$ cat config.mk
export PLATFORM = sky130hd
export DESIGN_NAME = dgp_gpio
export DESIGN_NICKNAME = d
export VERILOG_FILES = /design/src/core/dgp_gpio.v
export VERILOG_INCLUDE_DIRS = /design/src /design/src/core
export SDC_FILE = /design/constraint.sdc
export NUM_CORES = 1
export LEC_CHECK = 0
export ABC_AREA = 1
export BUFFER_PORTS_ARGS = -buffer_cell sky130_fd_sc_hd__buf_2
export CORE_ASPECT_RATIO = 0.7
export CORE_UTILIZATION = 35
export DETAILED_ROUTE_END_ITERATION = 8
export PLACE_DENSITY_LB_ADDON = 0.05
export SYNTH_ARGS = -nofsm -noshare
export SYNTH_HDL_FRONTEND = slang
export SYNTH_SLANG_ARGS = --single-unit
$ cat constraint.sdc
create_clock -name aclk -period 3.8 [get_ports aclk]
set_input_delay 0.57 -clock aclk [delete_from_list [all_inputs] [get_ports aclk]]
set_output_delay 0.57 -clock aclk [all_outputs]
set_load 0.02 [all_outputs]
$ cat src/core/dgp_map.vh
`ifndef DGP_MAP_VH
`define DGP_MAP_VH

// ****************************************************************
// Register byte offsets
// ****************************************************************
`define DGP_OFF_P8_LATCH     8'h00
`define DGP_OFF_P8_DIR       8'h04
`define DGP_OFF_P8_PULLUP    8'h08
`define DGP_OFF_IRQ_LATCH    8'h0C
`define DGP_OFF_IRQ_DIR      8'h10
`define DGP_OFF_IRQ_PULLUP   8'h14
`define DGP_OFF_STANDBY_CTL  8'h18
`define DGP_OFF_IRQ_ENABLE   8'h1C
`define DGP_OFF_P8_LATCH_RMW 8'h20
`define DGP_OFF_IRQ_LATCH_RMW 8'h24

// ****************************************************************
// Field positions
// ****************************************************************
`define DGP_STBY_SPL_BIT     0
`define DGP_IRQEN_PORT_LSB   0
`define DGP_IRQEN_PORT_MSB   3
`define DGP_IRQEN_CH0_BIT    4
`define DGP_IRQEN_SEL_BIT    5
`define DGP_TRIG_PIN         3

// ****************************************************************
// Reset values
// ****************************************************************
`define DGP_RST_LATCH        4'h0
`define DGP_RST_DIR          4'h0
`define DGP_RST_PULLUP       4'h0
`define DGP_RST_SPL          1'b0
`define DGP_RST_IRQEN        6'h00

// ****************************************************************
// Bus answers
// ****************************************************************
`define DGP_RESP_OKAY        2'b00
`define DGP_RESP_SLVERR      2'b10

`endif

$ cat src/core/dgp_gpio.v
// Behaviour
// - Direction bit one makes the pin an output; zero makes it an input.
// - An output pin is driven with its data latch bit.
// - Data writes with byte lane 0 strobed update the latch in either direction; input pins do not show it.
// - Ordinary data read of an output pin returns the latch bit.
// - Ordinary data read of an input pin returns the sampled pin level.
// - Read-modify-write reads return the latch bit whatever the pin does.
// - Peripheral input pins keep direction zero; data reads still show pin level.
// - Reset clears all first-port direction bits, so every pin is an input.
// - Standby with pin-state bit set floats pins and blocks inputs low.
// - Trigger pin input stays live in standby when both interrupt enables set.
// - Standby with pin-state bit clear leaves pins and outputs unchanged.
// - Pull-up enable bit one connects the pull-up; zero disconnects it.
// - A pin driving low always has its pull-up disconnected.
// - Register bits 0 to 3 map to the four pins; upper bits unused.
// - Second port has four interrupt-capable pins with the same controls.
// - Interrupt-enabled second-port pins are exempt from the standby input block.
// - Second-port pin levels feed the external interrupt outputs in either direction, except where the standby input block forces them low.
// - Reset clears all second-port direction bits too.
//
// The register addresses and the AXI4-Lite interface to the registers are this design's own decisions.
`timescale 1ns/1ps
`include "dgp_map.vh"

module dgp_gpio #(
  parameter PINS = 4
) (
  input  wire                aclk,
  input  wire                aresetn,
  input  wire [7:0]          s_axi_awaddr,
  input  wire                s_axi_awvalid,
  output reg                 s_axi_awready,
  input  wire [31:0]         s_axi_wdata,
  input  wire [3:0]          s_axi_wstrb,
  input  wire                s_axi_wvalid,
  output reg                 s_axi_wready,
  output reg  [1:0]          s_axi_bresp,
  output reg                 s_axi_bvalid,
  input  wire                s_axi_bready,
  input  wire [7:0]          s_axi_araddr,
  input  wire                s_axi_arvalid,
  output reg                 s_axi_arready,
  output reg  [31:0]         s_axi_rdata,
  output reg  [1:0]          s_axi_rresp,
  output reg                 s_axi_rvalid,
  input  wire                s_axi_rready,
  input  wire                standby_req,
  input  wire [2*PINS-1:0]   pin_i,
  output reg  [2*PINS-1:0]   pin_o,
  output reg  [2*PINS-1:0]   pin_oe,
  output reg  [2*PINS-1:0]   pullup_en,
  output reg                 ppg0_trigger_input,
  output reg                 adc_trigger_input,
  output reg  [PINS-1:0]     ext_irq_in
);

  localparam NP = 2 * PINS;

  // ****************************************************************
  // Register state
  // ****************************************************************
  reg  [PINS-1:0] port8_output_latch_q;
  reg  [PINS-1:0] port8_direction_ctl_q;
  reg  [PINS-1:0] port8_pullup_ctl_q;
  reg  [PINS-1:0] irqport_output_latch_q;
  reg  [PINS-1:0] irqport_direction_ctl_q;
  reg  [PINS-1:0] irqport_pullup_ctl_q;
  reg             standby_pin_state_bit_q;
  reg  [5:0]      irq_enable_q;

  // ****************************************************************
  // Write channel holding
  // ****************************************************************
  reg             aw_hold_q;
  reg  [7:0]      aw_addr_q;
  reg             w_hold_q;
  reg  [7:0]      w_data_q;
  reg             w_strb_q;
  wire            do_write;
  reg             wr_hit;

  // ****************************************************************
  // Pin sampling
  // ****************************************************************
  reg  [NP-1:0]   pin_meta_q;
  reg  [NP-1:0]   pin_sync_q;
  wire [NP-1:0]   latch_all;
  wire [NP-1:0]   dir_all;
  wire [NP-1:0]   pul_all;
  wire [NP-1:0]   exempt;
  wire [NP-1:0]   pin_eff;
  wire [NP-1:0]   ordinary_view;
  wire [NP-1:0]   oe_d;
  wire [NP-1:0]   pul_d;
  wire            forced_hiz;

  // Every pin arrives asynchronously, so two flops guard all logic.
  always @(posedge aclk) begin
    if (!aresetn) begin
      pin_meta_q <= {NP{1'b0}};
      pin_sync_q <= {NP{1'b0}};
    end else begin
      pin_meta_q <= pin_i;
      pin_sync_q <= pin_meta_q;
    end
  end

  assign latch_all  = {irqport_output_latch_q, port8_output_latch_q};
  assign dir_all    = {irqport_direction_ctl_q, port8_direction_ctl_q};
  assign pul_all    = {irqport_pullup_ctl_q, port8_pullup_ctl_q};
  assign forced_hiz = standby_req & standby_pin_state_bit_q;

  // ****************************************************************
  // Per-pin logic
  // ****************************************************************
  genvar gi;
  generate
    for (gi = 0; gi < NP; gi = gi + 1) begin : g_pin
      if (gi == `DGP_TRIG_PIN) begin : g_trig
        // Both the channel enable and the pin selection must agree.
        assign exempt[gi] = irq_enable_q[`DGP_IRQEN_CH0_BIT] &
                            irq_enable_q[`DGP_IRQEN_SEL_BIT];
      end else if (gi >= PINS) begin : g_irq
        assign exempt[gi] = irq_enable_q[`DGP_IRQEN_PORT_LSB + gi - PINS];
      end else begin : g_plain
        assign exempt[gi] = 1'b0;
      end
      // Blocked inputs read low to avoid a floating input leaking.
      assign pin_eff[gi] = (forced_hiz & ~exempt[gi]) ? 1'b0 : pin_sync_q[gi];
      assign ordinary_view[gi] = dir_all[gi] ? latch_all[gi] : pin_eff[gi];
      assign oe_d[gi] = dir_all[gi] & ~forced_hiz;
      // A low output would fight the pull-up, so it is cut off.
      assign pul_d[gi] = pul_all[gi] & ~(oe_d[gi] & ~latch_all[gi]);
    end
  endgenerate

  // ****************************************************************
  // Pin side outputs
  // ****************************************************************
  always @(posedge aclk) begin
    if (!aresetn) begin
      pin_o              <= {NP{1'b0}};
      pin_oe             <= {NP{1'b0}};
      pullup_en          <= {NP{1'b0}};
      ppg0_trigger_input <= 1'b0;
      adc_trigger_input  <= 1'b0;
      ext_irq_in         <= {PINS{1'b0}};
    end else begin
      pin_o              <= latch_all;
      pin_oe             <= oe_d;
      pullup_en          <= pul_d;
      ppg0_trigger_input <= pin_eff[`DGP_TRIG_PIN];
      adc_trigger_input  <= pin_eff[`DGP_TRIG_PIN];
      // Fed regardless of direction; software disables unused channels.
      ext_irq_in         <= pin_eff[NP-1:PINS];
    end
  end

  // ****************************************************************
  // AXI4-Lite write path
  // ****************************************************************
  assign do_write = aw_hold_q & w_hold_q & ~s_axi_bvalid;

  always @* begin
    wr_hit = 1'b0;
    case (aw_addr_q)
      `DGP_OFF_P8_LATCH: begin
        wr_hit = 1'b1;
      end
      `DGP_OFF_P8_DIR: begin
        wr_hit = 1'b1;
      end
      `DGP_OFF_P8_PULLUP: begin
        wr_hit = 1'b1;
      end
      `DGP_OFF_IRQ_LATCH: begin
        wr_hit = 1'b1;
      end
      `DGP_OFF_IRQ_DIR: begin
        wr_hit = 1'b1;
      end
      `DGP_OFF_IRQ_PULLUP: begin
        wr_hit = 1'b1;
      end
      `DGP_OFF_STANDBY_CTL: begin
        wr_hit = 1'b1;
      end
      `DGP_OFF_IRQ_ENABLE: begin
        wr_hit = 1'b1;
      end
      // The read-modify-write views are read-only, so writes to them are refused.
      default: begin
        wr_hit = 1'b0;
      end
    endcase
  end

  always @(posedge aclk) begin
    if (!aresetn) begin
      s_axi_awready <= 1'b1;
      s_axi_wready  <= 1'b1;
      s_axi_bvalid  <= 1'b0;
      s_axi_bresp   <= `DGP_RESP_OKAY;
      aw_hold_q     <= 1'b0;
      aw_addr_q     <= 8'h00;
      w_hold_q      <= 1'b0;
      w_data_q      <= 8'h00;
      w_strb_q      <= 1'b0;
    end else begin
      if (s_axi_awvalid && s_axi_awready) begin
        aw_hold_q     <= 1'b1;
        aw_addr_q     <= {s_axi_awaddr[7:2], 2'b00};
        s_axi_awready <= 1'b0;
      end
      if (s_axi_wvalid && s_axi_wready) begin
        w_hold_q     <= 1'b1;
        w_data_q     <= s_axi_wdata[7:0];
        w_strb_q     <= s_axi_wstrb[0];
        s_axi_wready <= 1'b0;
      end
      if (do_write) begin
        aw_hold_q    <= 1'b0;
        w_hold_q     <= 1'b0;
        s_axi_bvalid <= 1'b1;
        s_axi_bresp  <= wr_hit ? `DGP_RESP_OKAY : `DGP_RESP_SLVERR;
      end
      if (s_axi_bvalid && s_axi_bready) begin
        s_axi_bvalid  <= 1'b0;
        s_axi_awready <= 1'b1;
        s_axi_wready  <= 1'b1;
      end
    end
  end

  // ****************************************************************
  // Register writes
  // ****************************************************************
  always @(posedge aclk) begin
    if (!aresetn) begin
      port8_output_latch_q    <= `DGP_RST_LATCH;
      port8_direction_ctl_q   <= `DGP_RST_DIR;
      port8_pullup_ctl_q      <= `DGP_RST_PULLUP;
      irqport_output_latch_q  <= `DGP_RST_LATCH;
      irqport_direction_ctl_q <= `DGP_RST_DIR;
      irqport_pullup_ctl_q    <= `DGP_RST_PULLUP;
      standby_pin_state_bit_q <= `DGP_RST_SPL;
      irq_enable_q            <= `DGP_RST_IRQEN;
    end else if (do_write && w_strb_q) begin
      // Only byte lane 0 carries a register; upper lanes are ignored.
      case (aw_addr_q)
        `DGP_OFF_P8_LATCH: begin
          port8_output_latch_q <= w_data_q[PINS-1:0];
        end
        `DGP_OFF_P8_DIR: begin
          port8_direction_ctl_q <= w_data_q[PINS-1:0];
        end
        `DGP_OFF_P8_PULLUP: begin
          port8_pullup_ctl_q <= w_data_q[PINS-1:0];
        end
        `DGP_OFF_IRQ_LATCH: begin
          irqport_output_latch_q <= w_data_q[PINS-1:0];
        end
        `DGP_OFF_IRQ_DIR: begin
          irqport_direction_ctl_q <= w_data_q[PINS-1:0];
        end
        `DGP_OFF_IRQ_PULLUP: begin
          irqport_pullup_ctl_q <= w_data_q[PINS-1:0];
        end
        `DGP_OFF_STANDBY_CTL: begin
          standby_pin_state_bit_q <= w_data_q[`DGP_STBY_SPL_BIT];
        end
        `DGP_OFF_IRQ_ENABLE: begin
          irq_enable_q <= w_data_q[5:0];
        end
        default: begin
          irq_enable_q <= irq_enable_q;
        end
      endcase
    end
  end

  // ****************************************************************
  // AXI4-Lite read path
  // ****************************************************************
  reg  [7:0] rd_byte;
  reg        rd_hit;
  wire [7:0] ar_word;

  assign ar_word = {s_axi_araddr[7:2], 2'b00};

  always @* begin
    rd_byte = 8'h00;
    rd_hit  = 1'b1;
    case (ar_word)
      `DGP_OFF_P8_LATCH: begin
        rd_byte = {4'h0, ordinary_view[PINS-1:0]};
      end
      `DGP_OFF_P8_DIR: begin
        rd_byte = {4'h0, port8_direction_ctl_q};
      end
      `DGP_OFF_P8_PULLUP: begin
        rd_byte = {4'h0, port8_pullup_ctl_q};
      end
      `DGP_OFF_IRQ_LATCH: begin
        rd_byte = {4'h0, ordinary_view[NP-1:PINS]};
      end
      `DGP_OFF_IRQ_DIR: begin
        rd_byte = {4'h0, irqport_direction_ctl_q};
      end
      `DGP_OFF_IRQ_PULLUP: begin
        rd_byte = {4'h0, irqport_pullup_ctl_q};
      end
      `DGP_OFF_STANDBY_CTL: begin
        rd_byte = {7'h00, standby_pin_state_bit_q};
      end
      `DGP_OFF_IRQ_ENABLE: begin
        rd_byte = {2'b00, irq_enable_q};
      end
      // Alias windows stand in for the read half of a read-modify-write.
      `DGP_OFF_P8_LATCH_RMW: begin
        rd_byte = {4'h0, port8_output_latch_q};
      end
      `DGP_OFF_IRQ_LATCH_RMW: begin
        rd_byte = {4'h0, irqport_output_latch_q};
      end
      default: begin
        rd_hit = 1'b0;
      end
    endcase
  end

  always @(posedge aclk) begin
    if (!aresetn) begin
      s_axi_arready <= 1'b1;
      s_axi_rvalid  <= 1'b0;
      s_axi_rdata   <= 32'h0000_0000;
      s_axi_rresp   <= `DGP_RESP_OKAY;
    end else begin
      if (s_axi_arvalid && s_axi_arready) begin
        s_axi_arready <= 1'b0;
        s_axi_rvalid  <= 1'b1;
        s_axi_rdata   <= {24'h00_0000, rd_byte};
        s_axi_rresp   <= rd_hit ? `DGP_RESP_OKAY : `DGP_RESP_SLVERR;
      end
      if (s_axi_rvalid && s_axi_rready) begin
        s_axi_rvalid  <= 1'b0;
        s_axi_arready <= 1'b1;
      end
    end
  end

endmodule // dgp_gpio

==> flow_metrics.tcl <==
set metrics [dict create \
    wire_per_inst_um 13.7 \
    drt_iter0_markers 251 \
    htreeDepth 3 \
    final_cells 787 \
    clock_tree.root_cell "clkbuf_16" \
    die_area_um2 12600 \
    grt_pass1_vias 3408 \
    area_growth_pct 16.3 \
    die_h_um 94.2 \
    worst_pin_slew_ns 0.911 \
    worstSkewPairLatency_ns 0.36 \
    power_mw 2.24 \
    rows 33 \
    rsz0062_at_grt "false" \
    yosys_warnings 0 \
    grt_pass1_wl_um 17700 \
    post-route-period-util 0.523 \
    tns_ns 0 \
    path_clk_slew_ns 0.08 \
    start_util 0.362 \
    avgSynthCellArea_um2 7.65 \
    finalNetCount 693 \
    synth_top_area_frac 0.489 \
    critPathCaptureType "register" \
    numCtsBuffers 9 \
    globalplace.congestion 0.884 \
    synthXorXnorAreaFrac 0 \
    ys_seq_elements 104 \
    dp_cells 771 \
    coreArea_um2 11800 \
    avgViaCountPerCell 4.59 \
    drtAntennaViolNets 0 \
    synth_cells 556 \
    drc 0 \
    startpoint_type "input pin" \
    final_cell_mix "dfxtp_1 (104), nand2_1 (94), buf_2 (77), inv_1 (74), nor2_1 (60)" \
    yosys.area_share.simple 0.234 \
    grt_max_degree 69 \
    routed_wl_um 10800 \
    synth.area.top_cells "dfxtp_1 (49%), nand2_1 (8.3%), inv_1 (6.5%), a21oi_1 (5.6%), buf_4 (5.3%)" \
    post-dp-hpwl_um 7950 \
    holdBufCountCts 0 \
    synth_compound_area_frac 0.136 \
    powerDensity_nw_per_um2 452 \
    finalMaxSlewViolations 0 \
    p_leak_nw 2.45 \
    firstDrtPassIters 4 \
    fmax_mhz 504 \
    synth_mux_area_frac 0 \
    antenna_found_initial 0 \
    port_buffers 77 \
    clock_skew_ns 0.0118 \
    overflow 0 \
    cts_tree "built" \
    postLayoutSetupSlackWorst_ns 1.81 \
    grt.total_usage 0.185 \
    hold_violations 0 \
    routed-via-count 3610 \
    post_cts_resized 0 \
    final_common_cell "dfxtp_1" \
    cts_max_path_buffers 2 \
    n_antenna_cell 0 \
    synth_fa_ha_area_frac 0 \
    path_max_fanout 23 \
    drive_gt1_frac 0.175 \
    cp.required_ns 4.09 \
    cts_sinks 104 \
    ir_drop_uv 196 \
    critical_path_class "input pin to register" \
    relSlewSlack 0.392 \
    pre_cts_ws_ns 1.50 \
    seq_area_frac_synth 0.489 \
    synth_top_family_by_area "simple AND/OR/NAND/NOR gates" \
    status "complete, no violations" \
    hold_path.class "input pin to register" \
    finalCriticalPeriod_ns 1.99 \
    ioPinCount 139 \
    maxCapViolations 0 \
    synth_top_cell_by_area "dfxtp_1" \
    ys_types 26 \
    die_w_um 134 \
    cts_setup_buffers 0 \
    arrival_ns 2.27 \
    syn-cell-area_um2 4250 \
    setup_violations 0 \
]
-- metrics by stage --
stage                util  cell area (um2)  hold slack [ns]
floorplan               -             4360            0.390
global placement    0.395             4650            0.396
detailed placement  0.395             4650            0.401
CTS                 0.420             4950            0.373
global route        0.420             4950            0.385
finish              0.420             4950            0.390
-- worst paths after layout --
kind	slack, ns	endpoint	from	cells past startpoint
setup / recovery	1.81	s_axi_rdata[0]	s_axi_araddr[7]	10
hold / removal	0.39	pin_meta_q[2]	pin_i[2]	3
setup reg to reg	1.85	s_axi_rdata[3]	standby_pin_state_bit_q	11
hold reg to reg	0.42	pin_sync_q[5]	pin_meta_q[5]	2
-- worst max-delay path, cell delays in order --
cell and delay, ns:
buf_2 0.11, nor2_2 0.71, nand3_1 0.25, inv_1 0.18, nand2_1 0.06, inv_1 0.05, nor2_1 0.04, nand3_1 0.11
nand2_1 0.07, a21oi_2 0.11
-- kinds of logic after synthesis --
group,count (synthesis)
other,1
DFF,104
and+or+nand+nor,219
buffers and inverters,125
AOI/OAI and AO/OA,107
-- synth_stat cells (all sizes together) --
master and number:
o21a 1, nor3 9, o22ai 1, dfxtp 104
a21boi 1, a21oi 50, inv 74, nand4 18
o21ai 44, nand3 28, o311ai 3, nand2 94
a211oi 7, clkbuf 12, clkinv 3, buf 36
nor2 70, conb 1
-- cell type report --
class,instances,area [um2]
multi-input cells,354,1680
clock buffers,10,239
flip-flops and latches,104,2080
fillers,1243,6820
repair buffers,79,400
clock inverters,6,61.3
inverters,77,289
well taps,157,196
-- where the power goes --
part,switching (mW),internal [mW],total (mW),leakage (nW)
clock,0.439,0.478,0.917,0.144
sequential,0.0185,1.12,1.14,0.847
combinational,0.136,0.0462,0.182,1.46
-- per-layer routing --
layer	wire, um	track usage	share of wire
met2	4310	0.275	0.40
met5	0	0	0
met1	5680	0.261	0.53
met3	621	0.0539	0.058
met4	144	0.0426	0.013
-- registers in the layout, summed over array words and instances, names as in the netlist, 6 cells and up --
signal / flops
pin_o: 8
pin_sync_q: 8
s_axi_rdata: 6
aw_addr_q: 6
pin_meta_q: 8
w_data_q: 6
pin_oe: 8
pullup_en: 8
irq_enable_q: 6
Note: power is estimated with default switching activity, not from simulation.
